==> src/design/dcpe_pkg.sv <==
// Constants for the disk command protocol engine.
// Assumes a single clock domain and byte-wide host ports.
package dcpe_pkg;
  // Host port indices
  localparam logic [1:0] PORT_STATUS = 2'h0;
  localparam logic [1:0] PORT_FIFO = 2'h1;
  localparam logic [1:0] PORT_KICK = 2'h2;
  localparam logic [1:0] PORT_REQCLR = 2'h3;
  // Status byte bit positions
  localparam int ST_ERR = 4;
  localparam int ST_RDY = 5;
  localparam int ST_BUSY = 6;
  localparam int ST_REQ = 7;
  // Parameter block
  localparam int PARAM_BYTES = 16;
  localparam logic [3:0] PB_OPT = 4'h1;
  localparam logic [3:0] PB_DRIVES = 4'h2;
  localparam logic [3:0] PB_CYL_LO = 4'h3;
  localparam logic [3:0] PB_CYL_HI = 4'h4;
  localparam logic [3:0] PB_HEADS = 4'h5;
  localparam logic [3:0] PB_BLK_LO = 4'h6;
  localparam logic [3:0] PB_BLK_HI = 4'h7;
  // Option flag bits
  localparam int OPT_DEBLOCK = 0;
  localparam int OPT_LOGTRK = 1;
  localparam int OPT_LOGDRV = 2;
  localparam int OPT_VERIFY = 3;
  localparam logic [7:0] OPT_RSVD_MASK = 8'hf0;
  // Command codes
  localparam logic [7:0] CMD_PARK = 8'h00;
  localparam logic [7:0] CMD_REZERO = 8'h01;
  localparam logic [7:0] CMD_CLRBUF = 8'h02;
  localparam logic [7:0] CMD_ALLTRK = 8'h04;
  localparam logic [7:0] CMD_READ = 8'h08;
  localparam logic [7:0] CMD_WRITE = 8'h0a;
  localparam int CMD_MAX_BYTES = 7;
  localparam int ALLTRK_BYTES = 3;
  localparam logic [7:0] FUNC_FORMAT = 8'h01;
  localparam logic [7:0] CONFIRM_0 = 8'h59;
  localparam logic [7:0] CONFIRM_1 = 8'h45;
  localparam logic [7:0] CONFIRM_2 = 8'h53;
  // Error report
  localparam int ERR_BYTES = 13;
  localparam int E0_FATAL = 0;
  localparam int E0_HOSTSW = 2;
  localparam int E0_INIT = 3;
  localparam int E0_OPTION = 4;
  localparam int E0_UNDEF = 5;
  localparam int E0_NOCONF = 6;
  localparam int E0_ADDR = 7;
  // Drive constants
  localparam int SECTOR_BYTES = 512;
  localparam int SECTORS_PER_TRACK = 16;
  localparam logic [7:0] FILL_INIT = 8'he5;
  localparam logic [7:0] FILL_GAP = 8'hb6;
  localparam int MAX_RETRIES = 10;
  // Phase machine
  typedef enum logic [5:0] {
    DCPE_INIT = 6'b000001,
    DCPE_IDLE = 6'b000010,
    DCPE_CMDREQ = 6'b000100,
    DCPE_DATA = 6'b001000,
    DCPE_DATAREQ = 6'b010000,
    DCPE_STAT = 6'b100000
  } dcpe_state_e;
endpackage

==> src/design/dcpe_engine.sv <==
// Disk command protocol engine: host-facing port logic, parameter store,
// command decode and error report. Host reaches it over a strobed port.
// What this block does
// - Keep sixteen parameter bytes until hardware or software reset, then drop them.
// - Parameter block order: vector, options, drives, cylinders, heads, block size.
// - Option bit 0 selects deblocking; bit 1 selects logical track addressing.
// - Option bit 2 selects 24-bit block when bit 1 is set; bit 3 verify; bits 4-7 zero.
// - Command bytes, interrupt, then device raises request which host clears.
// - Data phase only for data commands without error, ending in request.
// - On error host interrupts and reads error bytes; final interrupt ends command.
// - Codes 00, 01, 02 park, rezero, or only clear buffers.
// - Command 04 takes three bytes; data phase must confirm with YES.
// - Read 08 takes seven bytes, option bits flush and forget.
// - Write 0A uses same layout; host supplies block bytes in data phase.
// - Physical addressing decodes drive, cylinder, head and block number.
// - Logical track: upper nibble drive, lower nibble block MSBs, then bytes.
// - Logical drive: 24-bit block including drive; numbering starts at zero.
// - On error return thirteen error bytes in status phase.
// - Error byte 0 flags fatal, host, init, option, command, confirm, address; the address flag is never set.
// - Error byte 1 holds media error flags from drive side.
// - Error byte 2 holds drive error flags; byte 3 unused.
// - Sector 512 bytes, 16 per track, fill E5 and B6, 10 retries.
// - Status: error bit 4, ready 5, busy 6, request 7.
// - Four ports: status/reset, FIFO, interrupt, request clear.
//
// Implementation choices: the register offsets and the address-and-strobe port.
`timescale 1ns/10ps
module dcpe_engine
  import dcpe_pkg::*;
#(
  parameter int BLOCK_BYTES = SECTOR_BYTES
) (
  // Clock and reset
  input wire logic mclk,
  input wire logic rstn,
  // Host port
  input wire logic [1:0] addr,
  input wire logic [7:0] wdata,
  input wire logic wr,
  input wire logic rd,
  output logic [7:0] rdata,
  // Decoded command towards the drive logic
  output logic [7:0] cmd_code,
  output logic cmd_go,
  output logic [7:0] cmd_opts,
  output logic [7:0] op_drive,
  output logic [15:0] op_cyl,
  output logic [7:0] op_head,
  output logic [23:0] op_block,
  output logic [7:0] mode_opts,
  output logic wdata_vld,
  output logic [7:0] wdata_out,
  // Media and drive error flags and read data bytes from the drive logic
  input wire logic [7:0] media_err,
  input wire logic [7:0] drive_err,
  input wire logic [7:0] rdata_in
);
  // A logical block never spans more than one physical sector
  initial begin
    if (BLOCK_BYTES < 1 || BLOCK_BYTES > SECTOR_BYTES) $error("BLOCK_BYTES out of range");
  end

  dcpe_state_e state_r;
  logic [7:0] param_r [PARAM_BYTES];
  logic [7:0] cmd_r [CMD_MAX_BYTES];
  logic [7:0] err_r [ERR_BYTES];
  logic [3:0] cnt_r;
  logic [15:0] dcnt_r;
  logic busy_r, rdy_r, req_r, error_r, inited_r;
  logic [1:0] conf_r;
  logic conf_ok_r;

  wire soft_rst = wr && addr == PORT_STATUS;
  wire kick = wr && addr == PORT_KICK;
  wire fifo_wr = wr && addr == PORT_FIFO;
  wire fifo_rd = rd && addr == PORT_FIFO;

  function automatic logic has_data(input logic [7:0] c);
    has_data = c == CMD_ALLTRK || c == CMD_READ || c == CMD_WRITE;
  endfunction

  // Reserved option bits or a drive count outside one to two
  function automatic logic params_bad(input logic [7:0] opt, input logic [7:0] drives);
    params_bad = (opt & OPT_RSVD_MASK) != 8'h00 || drives < 8'h01 || drives > 8'h02;
  endfunction

  // Validation of the stored command
  logic [7:0] e0;
  always_comb begin
    e0 = 8'h00;
    if (cmd_r[0] != CMD_PARK && cmd_r[0] != CMD_REZERO && cmd_r[0] != CMD_CLRBUF && !has_data(cmd_r[0]))
      e0[E0_UNDEF] = 1'b1;
    if ((cmd_r[0] == CMD_READ || cmd_r[0] == CMD_WRITE) && (cmd_r[1] & 8'hfc) != 8'h00)
      e0[E0_OPTION] = 1'b1;
    if (cmd_r[0] == CMD_ALLTRK && cmd_r[1] > FUNC_FORMAT)
      e0[E0_OPTION] = 1'b1;
    if (!inited_r)
      e0[E0_INIT] = 1'b1;
    if (e0[E0_UNDEF] || e0[E0_OPTION] || e0[E0_INIT])
      e0[E0_HOSTSW] = 1'b1;
  end

  // Phase machine
  always_ff @(posedge mclk or negedge rstn) begin
    if (!rstn) begin
      state_r <= DCPE_INIT;
      cnt_r <= 4'h0;
      dcnt_r <= 16'h0000;
      busy_r <= 1'b1;
      rdy_r <= 1'b1;
      req_r <= 1'b0;
      error_r <= 1'b0;
      inited_r <= 1'b0;
      conf_r <= 2'h0;
      conf_ok_r <= 1'b0;
    end else if (soft_rst) begin
      state_r <= DCPE_INIT;
      cnt_r <= 4'h0;
      busy_r <= 1'b1;
      rdy_r <= 1'b1;
      req_r <= 1'b0;
      error_r <= 1'b0;
      inited_r <= 1'b0;
    end else begin
      if (wr && addr == PORT_REQCLR)
        req_r <= 1'b0;
      case (state_r)
        DCPE_INIT: begin
          if (fifo_wr && cnt_r != 4'hf)
            cnt_r <= cnt_r + 4'h1;
          if (kick) begin
            // Bad options or drive count flag init error
            if (params_bad(param_r[PB_OPT], param_r[PB_DRIVES])) begin
              error_r <= 1'b1;
            end else begin
              error_r <= 1'b0;
              inited_r <= 1'b1;
            end
            // Same request wait as a command, so the error report follows a kick
            state_r <= DCPE_CMDREQ;
            req_r <= 1'b1;
            rdy_r <= 1'b0;
            cnt_r <= 4'h0;
          end
        end
        DCPE_IDLE: begin
          busy_r <= 1'b0;
          rdy_r <= 1'b1;
          if (fifo_wr && cnt_r < 4'(CMD_MAX_BYTES))
            cnt_r <= cnt_r + 4'h1;
          if (kick) begin
            busy_r <= 1'b1;
            req_r <= 1'b1;
            rdy_r <= 1'b0;
            cnt_r <= 4'h0;
            error_r <= e0 != 8'h00;
            state_r <= DCPE_CMDREQ;
          end
        end
        DCPE_CMDREQ: begin
          if (kick) begin
            rdy_r <= 1'b1;
            if (has_data(cmd_r[0]) && !error_r) begin
              state_r <= DCPE_DATA;
              dcnt_r <= 16'h0000;
              conf_r <= 2'h0;
              conf_ok_r <= 1'b0;
            end else if (error_r) begin
              cnt_r <= 4'h0;
              state_r <= DCPE_STAT;
            end else begin
              busy_r <= 1'b0;
              state_r <= DCPE_IDLE;
            end
          end
        end
        DCPE_DATA: begin
          // Moves past the end of the block are refused
          if ((fifo_wr || fifo_rd) && dcnt_r < 16'(BLOCK_BYTES))
            dcnt_r <= dcnt_r + 16'h0001;
          if (fifo_wr && cmd_r[0] == CMD_ALLTRK) begin
            conf_r <= conf_r + 2'h1;
            if (conf_r == 2'h2)
              conf_ok_r <= wdata == CONFIRM_2 && conf_ok_r;
            else if (conf_r == 2'h1)
              conf_ok_r <= wdata == CONFIRM_1 && conf_ok_r;
            else if (conf_r == 2'h0)
              conf_ok_r <= wdata == CONFIRM_0;
          end
          if (kick) begin
            req_r <= 1'b1;
            rdy_r <= 1'b0;
            if (cmd_r[0] == CMD_ALLTRK && !(conf_ok_r && conf_r == 2'h3))
              error_r <= 1'b1;
            if (media_err != 8'h00 || drive_err != 8'h00)
              error_r <= 1'b1;
            state_r <= DCPE_DATAREQ;
          end
        end
        DCPE_DATAREQ: begin
          if (kick) begin
            cnt_r <= 4'h0;
            rdy_r <= 1'b1;
            if (error_r)
              state_r <= DCPE_STAT;
            else begin
              busy_r <= 1'b0;
              state_r <= DCPE_IDLE;
            end
          end
        end
        DCPE_STAT: begin
          if (fifo_rd && cnt_r < 4'(ERR_BYTES - 1))
            cnt_r <= cnt_r + 4'h1;
          if (kick) begin
            cnt_r <= 4'h0;
            if (error_r && !inited_r) begin
              // Stay uninitialised; host resends the parameter block from byte 0
              state_r <= DCPE_INIT;
            end else begin
              error_r <= 1'b0;
              busy_r <= 1'b0;
              state_r <= DCPE_IDLE;
            end
          end
        end
        default: state_r <= DCPE_INIT;
      endcase
    end
  end

  // Parameter store, cleared by either reset
  always_ff @(posedge mclk or negedge rstn) begin
    if (!rstn) begin
      for (int i = 0; i < PARAM_BYTES; i++)
        param_r[i] <= 8'h00;
    end else if (soft_rst) begin
      for (int i = 0; i < PARAM_BYTES; i++)
        param_r[i] <= 8'h00;
    end else if (state_r == DCPE_INIT && fifo_wr && !inited_r) begin
      param_r[cnt_r] <= wdata;
    end
  end

  // Command byte capture
  always_ff @(posedge mclk or negedge rstn) begin
    if (!rstn) begin
      for (int i = 0; i < CMD_MAX_BYTES; i++)
        cmd_r[i] <= 8'h00;
    end else if (soft_rst) begin
      // A stale data command would steer the request wait after a fresh init
      for (int i = 0; i < CMD_MAX_BYTES; i++)
        cmd_r[i] <= 8'h00;
    end else if (state_r == DCPE_IDLE && fifo_wr && cnt_r < 4'(CMD_MAX_BYTES)) begin
      cmd_r[cnt_r[2:0]] <= wdata;
    end
  end

  // Error report bytes; drive side flags latched, set wins until the next accepted command or soft reset
  always_ff @(posedge mclk or negedge rstn) begin
    if (!rstn) begin
      for (int i = 0; i < ERR_BYTES; i++)
        err_r[i] <= 8'h00;
    end else if (soft_rst || (state_r == DCPE_IDLE && kick && e0 == 8'h00)) begin
      for (int i = 0; i < ERR_BYTES; i++)
        err_r[i] <= 8'h00;
    end else if (state_r == DCPE_IDLE && kick) begin
      err_r[0] <= e0;
    end else if (state_r == DCPE_INIT && kick) begin
      err_r[0] <= 8'h00;
      err_r[0][E0_INIT] <= params_bad(param_r[PB_OPT], param_r[PB_DRIVES]);
      err_r[0][E0_HOSTSW] <= params_bad(param_r[PB_OPT], param_r[PB_DRIVES]);
    end else if (state_r == DCPE_DATA && kick) begin
      err_r[1] <= err_r[1] | media_err;
      err_r[2] <= err_r[2] | (drive_err & 8'h9f);
      // Missing confirmation is a host fault, so the summary bit goes with it
      if (cmd_r[0] == CMD_ALLTRK && !(conf_ok_r && conf_r == 2'h3)) begin
        err_r[0][E0_NOCONF] <= 1'b1;
        err_r[0][E0_HOSTSW] <= 1'b1;
      end
      if (media_err != 8'h00)
        err_r[0][E0_FATAL] <= 1'b1;
    end
  end

  // Read data, one cycle after the strobe
  always_ff @(posedge mclk or negedge rstn) begin
    if (!rstn) begin
      rdata <= 8'h00;
    end else if (rd && addr == PORT_STATUS) begin
      rdata <= {req_r, busy_r, rdy_r, error_r, 4'h0};
    end else if (fifo_rd && state_r == DCPE_STAT) begin
      rdata <= err_r[cnt_r];
    end else if (fifo_rd && state_r == DCPE_DATA && dcnt_r < 16'(BLOCK_BYTES)) begin
      rdata <= rdata_in;
    end else begin
      rdata <= 8'h00;
    end
  end

  // Address decode per addressing mode
  always_ff @(posedge mclk or negedge rstn) begin
    if (!rstn) begin
      cmd_code <= 8'h00;
      cmd_go <= 1'b0;
      cmd_opts <= 8'h00;
      op_drive <= 8'h00;
      op_cyl <= 16'h0000;
      op_head <= 8'h00;
      op_block <= 24'h000000;
      mode_opts <= 8'h00;
      wdata_vld <= 1'b0;
      wdata_out <= 8'h00;
    end else begin
      cmd_go <= state_r == DCPE_IDLE && kick && e0 == 8'h00;
      cmd_code <= cmd_r[0];
      cmd_opts <= cmd_r[1];
      mode_opts <= param_r[PB_OPT];
      wdata_vld <= state_r == DCPE_DATA && fifo_wr && cmd_r[0] == CMD_WRITE &&
                   dcnt_r < 16'(BLOCK_BYTES);
      wdata_out <= wdata;
      if (!param_r[PB_OPT][OPT_LOGTRK]) begin
        op_drive <= cmd_r[2];
        op_cyl <= {cmd_r[4], cmd_r[3]};
        op_head <= cmd_r[5];
        op_block <= {16'h0000, cmd_r[6]};
      end else if (!param_r[PB_OPT][OPT_LOGDRV]) begin
        op_drive <= {4'h0, cmd_r[2][7:4]};
        op_cyl <= 16'h0000;
        op_head <= 8'h00;
        op_block <= {4'h0, cmd_r[2][3:0], cmd_r[3], cmd_r[4]};
      end else begin
        op_drive <= 8'h00;
        op_cyl <= 16'h0000;
        op_head <= 8'h00;
        op_block <= {cmd_r[2], cmd_r[3], cmd_r[4]};
      end
    end
  end

  // Assertions
  AST_STATUS_LOW: assert property (@(posedge mclk) disable iff (!rstn)
    $past(rd) && $past(addr) == PORT_STATUS |-> rdata[3:0] == 4'h0) else $error("status low bits set");
  AST_SOFT_RESET: assert property (@(posedge mclk) disable iff (!rstn)
    soft_rst |=> state_r == DCPE_INIT && !inited_r) else $error("soft reset kept parameters");
  AST_REQ_RAISE: assert property (@(posedge mclk) disable iff (!rstn)
    state_r == DCPE_IDLE && kick |=> req_r && busy_r) else $error("no request after command");
  AST_NODATA_ERR: assert property (@(posedge mclk) disable iff (!rstn)
    state_r == DCPE_CMDREQ && kick && error_r && !soft_rst |=> state_r != DCPE_DATA) else $error("data on error");
  AST_STAT_ON_ERR: assert property (@(posedge mclk) disable iff (!rstn)
    state_r == DCPE_DATAREQ && kick && error_r && !soft_rst |=> state_r == DCPE_STAT) else $error("no status phase");
  AST_ERR_CNT: assert property (@(posedge mclk) disable iff (!rstn)
    cnt_r < 4'(ERR_BYTES) || state_r != DCPE_STAT) else $error("error index overflow");
  AST_UNDEF: assert property (@(posedge mclk) disable iff (!rstn)
    state_r == DCPE_IDLE && kick && e0[E0_UNDEF] && !soft_rst |=> err_r[0][E0_UNDEF] && error_r)
    else $error("undefined command not flagged");
  AST_INIT_ERR: assert property (@(posedge mclk) disable iff (!rstn)
    state_r == DCPE_INIT && kick && param_r[PB_DRIVES] == 8'h00 && !soft_rst |=> error_r)
    else $error("bad drive count accepted");
  AST_RDY_LOW: assert property (@(posedge mclk) disable iff (!rstn)
    kick && (state_r == DCPE_INIT || state_r == DCPE_IDLE || state_r == DCPE_DATA) |=> req_r && !rdy_r)
    else $error("ready kept during work");
  AST_RDY_STAT: assert property (@(posedge mclk) disable iff (!rstn)
    state_r == DCPE_STAT |-> rdy_r) else $error("error report without ready");
  AST_REQ_CLEAR: assert property (@(posedge mclk) disable iff (!rstn)
    wr && addr == PORT_REQCLR |=> !req_r) else $error("request not cleared");
  AST_NOCONF: assert property (@(posedge mclk) disable iff (!rstn)
    state_r == DCPE_DATA && kick && cmd_r[0] == CMD_ALLTRK && !(conf_ok_r && conf_r == 2'h3)
    |=> error_r && err_r[0][E0_NOCONF] && err_r[0][E0_HOSTSW])
    else $error("missing confirmation not flagged");
  AST_DRV_MASK: assert property (@(posedge mclk) disable iff (!rstn)
    err_r[2][6:5] == 2'h0) else $error("spare drive flags reported");
  AST_BLOCK_CNT: assert property (@(posedge mclk) disable iff (!rstn)
    dcnt_r <= 16'(BLOCK_BYTES)) else $error("block count overrun");
endmodule

==> config.mk <==
export PLATFORM = sky130hd
export DESIGN_NAME = dcpe_engine
export DESIGN_NICKNAME = d
export VERILOG_FILES = /design/src/design/dcpe_pkg.sv /design/src/design/dcpe_engine.sv
export SDC_FILE = /design/constraint.sdc
export NUM_CORES = 1
export LEC_CHECK = 0
export BUFFER_PORTS_ARGS = -buffer_cell sky130_fd_sc_hd__buf_2
export CAP_MARGIN = 20
export CORE_MARGIN = 8
export CORE_UTILIZATION = 40
export CTS_CLUSTER_DIAMETER = 150
export CTS_CLUSTER_SIZE = 24
export DETAILED_ROUTE_END_ITERATION = 8
export PLACE_DENSITY = 0.55
export SYNTH_ARGS = -nofsm -noshare
export SYNTH_HDL_FRONTEND = slang
export SYNTH_SLANG_ARGS = --single-unit
==> constraint.sdc <==
create_clock -name mclk -period 5.4 [get_ports mclk]
set_input_delay 0.54 -clock mclk [delete_from_list [all_inputs] [get_ports mclk]]
set_output_delay 0.54 -clock mclk [all_outputs]
set_load 0.02 [all_outputs]
# Word level (Yosys, flattened, before mapping)
# Index checks and enable logic that the tools add are counted.
word_totals:
  ff_bits: 340
  latchBits: 0
  mem_bits_rw: 0
  rom_bits: 0
  inputBits: 38
  output_inout_bits: 98
  elab_cells: 309
  memories: 0
classes:
  addsub: 3
  n_mul: 0
  div_mod_pow: 0
  n_lt_le_gt_ge: 10
  eq_ne: 45
  shift: 0
  n_mux: 106
  bitwise_logic: 5
  n_reduce_logical: 91
ops:
  columns: ["op", "n"]
  rows:
  - ["$mux W128", 2]
  - ["$bwmux W128", 1]
  - ["$mux W56", 2]
  - ["$mux W16", 6]
  - ["$mux W8", 10]
  - ["$mux W24", 3]
  - ["$bwmux W56", 1]
  - ["$mux W4", 12]
  - ["$mux W6", 8]
  - ["$reduce_bool A8 Y1", 6]
  - ["$mux W1", 44]
  - ["$logic_and A1 B1 Y1", 38]
  - ["$bmux W8 S4", 1]
  - ["$demux W8 S4", 1]
  - ["$pmux W16 S2", 1]
  - ["$pmux W6 S5", 1]
  - ["$ne A3 B3 Y1 const B", 9]
  - ["$demux W8 S3", 1]
  - ["$eq A8 B7 Y1 const B", 3]
  - ["$ne A4 B4 Y1 const B", 6]
  - ["$pmux W4 S5", 1]
  - ["$mux W17", 1]
  - ["$add A16 B1 Y16 const B", 1]
  - ["$eq A8 B4 Y1 const B", 2]
  - ["53 further kinds", 99]

# Logic depth before layout (Yosys ltp)
depth:
  depth_word: 14
  mapped_depth: 8
  depth_no_buf: 7

# Worst setup path before layout
# No wires, ideal clock.
synth_path:
  path_kind: "input port to flip-flop"
  start: "in wr"
  end: "reg err_r[83] in the netlist's numbering"
  setup_ns: 0.121
  t_arrival_ns: 1.929
  required_ns: 5.279
  setup_slack_ns: 3.350
  cell_stages: 7
  path_buffers: 3
  path_cell_list: "clkbuf_1 and3b_1 clkbuf_1 nand3_1 o21ai_2 buf_2 nor2_1"
synth_between:
  elab_chain_cells: 6
  elab_cells_between_ends: 12
  cone_classes: "2 x eq/ne; 1 x mux; 9 x reduce/logical"
synth_rtl:
  columns: ["element", "line_no", "source"]
  rows:
  - ["start, declared", "dcpe_engine.sv:39", "input wire logic wr,"]
  - ["$logic_and A1 B1 Y1", "dcpe_engine.sv:74", "wire kick = wr && addr == PORT_KICK;"]
  - ["$logic_and A1 B1 Y1", "dcpe_engine.sv:264, dcpe_engine.sv:267", null]
  - ["$logic_and A1 B1 Y1", "dcpe_engine.sv:264", "end else if (soft_rst || (state_r == DCPE_IDLE && kick && e0 == 8'h00)) begin"]
  - ["$logic_or A1 B1 Y1", "dcpe_engine.sv:264", null]
  - ["$ne A2 B2 Y1 (no line) (tied with other cells)", null, null]
  - ["$reduce_and A3 Y1 (no line)", null, null]
  - ["end signal, assigned by index", "dcpe_engine.sv:271", "err_r[0][E0_INIT] <= params_bad(param_r[PB_OPT], param_r[PB_DRIVES]);"]
  - ["end signal, assigned by index", "dcpe_engine.sv:272", "err_r[0][E0_HOSTSW] <= params_bad(param_r[PB_OPT], param_r[PB_DRIVES]);"]
  - ["end, declared", "dcpe_engine.sv:66", "logic [7:0] err_r [ERR_BYTES];"]
# Parallel ways exist; a longest one is shown, timed or not.
# A chain may end at the register's enable or synchronous reset.

# Worst setup path in the final report
layout_path:
  start: "reg state_r[5]"
  end: "reg cmd_r[53] in the netlist's numbering"
layout_between:
  elab_chain_cells: 4
layout_rtl:
  columns: ["element", "line_no", "source"]
  rows:
  - ["start, declared", "dcpe_engine.sv:63", "dcpe_state_e state_r;"]
  - ["start signal, assigned", "dcpe_engine.sv:106", "state_r <= DCPE_INIT;"]
  - ["start signal, assigned", "dcpe_engine.sv:117", "state_r <= DCPE_INIT;"]
  - ["start signal, assigned", "dcpe_engine.sv:140", "state_r <= DCPE_CMDREQ;"]
  - ["$eq A6 B2 Y1", "dcpe_engine.sv:254", "end else if (state_r == DCPE_IDLE && fifo_wr && cnt_r < 4'(CMD_MAX_BYTES)) begin"]
  - ["$logic_and A1 B1 Y1 (2 in series)", "dcpe_engine.sv:254", null]
  - ["$reduce_bool A2 Y1 (no line)", null, null]
  - ["end signal, assigned by index", "dcpe_engine.sv:255", "cmd_r[cnt_r[2:0]] <= wdata;"]
  - ["end, declared", "dcpe_engine.sv:65", "logic [7:0] cmd_r [CMD_MAX_BYTES];"]
# No other way between the ends.

==> flow_summary_export.csv <==
group,metric,value,unit
timing,fin_crit_sh,53.0,%
global_routing,gr-total-overflow,0,
layout,num_antenna_cells,0,
clock_network,numCtsBuffers,13,
timing,fin_crit,2.86,ns
floorplanning,chipHeight,169,microns
synthesis,synthCells,806,
synthesis,syn_avg_cell_area,11.5,sq um
layout,area_growth,13.4,%
synthesis,yosysSeqAreaShare,60.3,%
floorplanning,coreArea,23100,sq um
placement,portBuffers,135,
synthesis,synth_top_area_share,59.4,%
synthesis,synth_edf_count,0,
synthesis,synth-seq-cells,224,
critical_path,slowest_stage,"or3_1",
clock_network,post_cts_buffers,0,
power_and_ir_drop,peakVddDrop,0.000142,V
synthesis,synth_flop_cell,"dfrtp_1",
critical_path,cp_cell_sequence,"nor4_4, nand4_1, or3_1, mux2i_1, nor2_1",
critical_path,cp-end-kind,"flip-flop",
synthesis,synth_nets,852,
power_and_ir_drop,p_total,3.23,mW
critical_path,crit_type,"reg -> reg",
synthesis,yosys-top-cells-area,"dfrtp_1 (59%), mux2i_1 (7.5%), nor2_1 (4.4%)",
power_and_ir_drop,pwr_density_cell,306,nW/um^2
timing,tns,0,ns
global_routing,grt_max_degree,119,
critical_path,critPathRequiredTime,5.72,ns
clock_network,cts_hold_buf,0,
routing,ant_nets,0,
timing,clock_skew,0.0263,ns
routing,routedWlPerCell,18.5,microns
layout,nFillCells,2203,
global_routing,grt_pass1_vias,6405,
timing,slew_headroom,37.3,%
global_routing,track_usage,15.8,%
routing,drt-total-wl,22400,microns
power_and_ir_drop,power.leakage,5.52,nW
floorplanning,io_pins,136,
critical_path,cp.arrival,3.18,ns
synthesis,async_flop_share,100,%
synthesis,synth_cell_type_count,70,
placement,dpl_cell_area,10200,sq um
critical_path,slowest_delay,0.73,ns
layout,fin_area,10600,sq um
floorplanning,dieArea,28400,sq um
outcome,status,"completed",
floorplanning,rows,56,
routing,vias_per_cell,5.21,
floorplanning,start_util,40.2,%
clock_network,clock-sinks,224,
timing,fmax,349,MHz
timing,slew_violations,0,
synthesis,yosysTopAreaCell,"dfrtp_1",
placement,dpl_worst_slack,2.58,ns
layout,register_area,5610,sq um
timing,rsz0062_at_grt,"no",
routing,dr.first_iter.drc_count,368,
run,drv_cap,0,
timing,finalSetupViolCount,0,
clock_network,clock_latency,0.48,ns
placement,routabilityCongestion,0.837,
timing,hold_violations,0,
critical_path,crit_path_start_kind,"flip-flop",
routing,drc,0,
hold_path,hp-class,"in -> async",
clock_network,clockRootBuffer,"clkbuf_16",
clock_network,clockBufferDepth,3,
layout,nets,960,
routing,via_count,6299,
clock_network,h-tree-depth,1,
critical_path,path_max_fanout,11,
global_routing,antenna_found_initial,0,
clock_network,post_cts_resized,0,
synthesis,yosysWarnings,0,
placement,hpwl,14900,microns
clock_network,cts_tree,"yes",
synthesis,netlist_area,9310,sq um
timing,tightest_slew,0.932,ns
layout,multi_input_area,3440,sq um
layout,fin_util,45.7,%
global_routing,grt_pass1_wl,36300,microns
floorplanning,die_x,169,microns
timing,setup_ws,2.54,ns
routing,first_pass_iters,5,
clock_network,clk_pin_slew_worst_paths,0.10,ns
layout,drive_above_1_share,20.8,%
==> final timing paths <==
kind	from	end	slack [ns]	depth (start not counted)
setup reg to reg	state_r[5]$_DFFE_PN0P_	cmd_r[53]$_DFFE_PN0P_	2.54	5
setup / recovery	state_r[5]$_DFFE_PN0P_	cmd_r[53]$_DFFE_PN0P_	2.54	5
hold / removal	rstn	op_head[2]$_DFF_PN0_	0.12	1
hold reg to reg	param_r[115]$_DFFE_PN0P_	mode_opts[3]$_DFF_PN0_	0.39	0
min in group mclk	rdata_in[7]	rdata[7]$_DFF_PN0_	0.28	3
max in group asynchronous	rstn	state_r[5]$_DFFE_PN0P_	4.01	2
==> power breakdown <==
group          total [mW]  switching [mW]  internal (mW)
Clock                1.00           0.544          0.456
Sequential           1.83          0.0921           1.74
Combinational       0.399           0.268          0.131
==> registers in the layout, summed over array words and instances (netlist names) <==
name / count
op_cyl: 16
op_block: 24
param_r: 16
err_r: 20
op_head: 8
rdata: 8
conf_ok_r: 1
error_r: 1
cmd_go: 1
mode_opts: 8
conf_r: 2
req_r: 1
op_drive: 8
state_r: 6
dcnt_r: 16
rdy_r: 1
cnt_r: 4
cmd_r: 56
busy_r: 1
cmd_opts: 8
wdata_out: 8
cmd_code: 8
wdata_vld: 1
inited_r: 1
==> placed cells by master, fill, tap and decap left out, types with 5 or more instances in the layout <==
| cell type | netlist | routed |
|---|---|---|
| dfrtp_1 | 221 | 220 |
| or4_1 | 7 | 7 |
| buf_2 | 8 | 134 |
| nor2b_1 | 40 | 40 |
| ha_1 | 8 | 8 |
| xor2_1 | 7 | 7 |
| nand2_1 | 39 | 39 |
| and3_1 | 9 | 9 |
| and4_1 | 5 | 5 |
| mux2_2 | 10 | 10 |
| a21oi_1 | 35 | 35 |
| a22o_1 | 8 | 8 |
| inv_1 | 15 | 15 |
| o211ai_1 | 5 | 5 |
| o22ai_1 | 6 | 6 |
| nand3b_1 | 8 | 8 |
| nand2b_1 | 6 | 6 |
| nor4_1 | 9 | 9 |
| buf_4 | 2 | 5 |
| mux2i_1 | 70 | 70 |
| o21ai_0 | 27 | 27 |
| clkbuf_1 | 31 | 5 |
| nor3_1 | 12 | 12 |
| clkbuf_16 | 0 | 13 |
| and2_1 | 17 | 17 |
| nand3_1 | 8 | 8 |
| nor2_1 | 109 | 109 |
| a21o_1 | 5 | 5 |
| a211oi_1 | 6 | 6 |
| nand4_1 | 7 | 7 |
==> critical path, delay by kind of cell, from the launching register on <==
kind	cells	cell delay [ns]
simple gates	4	1.95
mux	1	0.23
flops	1	0.54
==> logic make-up (layout without fill, tap and decap cells) <==
logic type / after synthesis / after routing / share of synthesized area (%)
xor gates and xnor gates: 9 / 9 / 0.847
AOI/OAI and AO/OA: 117 / 117 / 8.50
buffers and inverters: 62 / 174 / 2.78
adders and majority gates: 8 / 8 / 1.08
muxes: 80 / 80 / 8.74
and+or+nand+nor: 306 / 306 / 17.8
DFF: 224 / 224 / 60.3
==> synth_stat cells (8+ instances only) <==
| library cell | number |
|---|---|
| nand3_1 | 8 |
| a22o_1 | 8 |
| nor3_1 | 12 |
| and3_1 | 9 |
| buf_2 | 8 |
| mux2_2 | 10 |
| dfrtp_1 | 221 |
| nor2_1 | 109 |
| ha_1 | 8 |
| nand2_1 | 39 |
| nor4_1 | 9 |
| inv_1 | 15 |
| a21oi_1 | 35 |
| mux2i_1 | 70 |
| and2_1 | 17 |
| clkbuf_1 | 31 |
| nand3b_1 | 8 |
| o21ai_0 | 27 |
| nor2b_1 | 40 |
==> final cells by class <==
cell class                 count  area share (%)
clock buffer                  18            3.26
clock inverter                 1           0.154
inverter                      15           0.533
multi-input combinational    520            32.6
sequential                   224            53.1
tap                          290            3.44
timing repair buffer         140            6.85
==> stage by stage <==
step	hold WS, ns	std cells
CTS	0.176	1208
detailed placement	0.364	1189
global route	0.201	1208
floorplan	0.244	806
global placement	0.357	1189
finish	0.120	1208
==> per-layer routing <==
metal | global-route usage (%) | vias up | part of all wire (%)
li1 | - | 3006 | -
met1 | 22.8 | 3125 | 48
met2 | 24.8 | 148 | 46
met3 | 2.61 | 20 | 5.0
met4 | 3.34 | 0 | 1.5
met5 | 0 | - | 0
(Power assumes the default switching activity.)
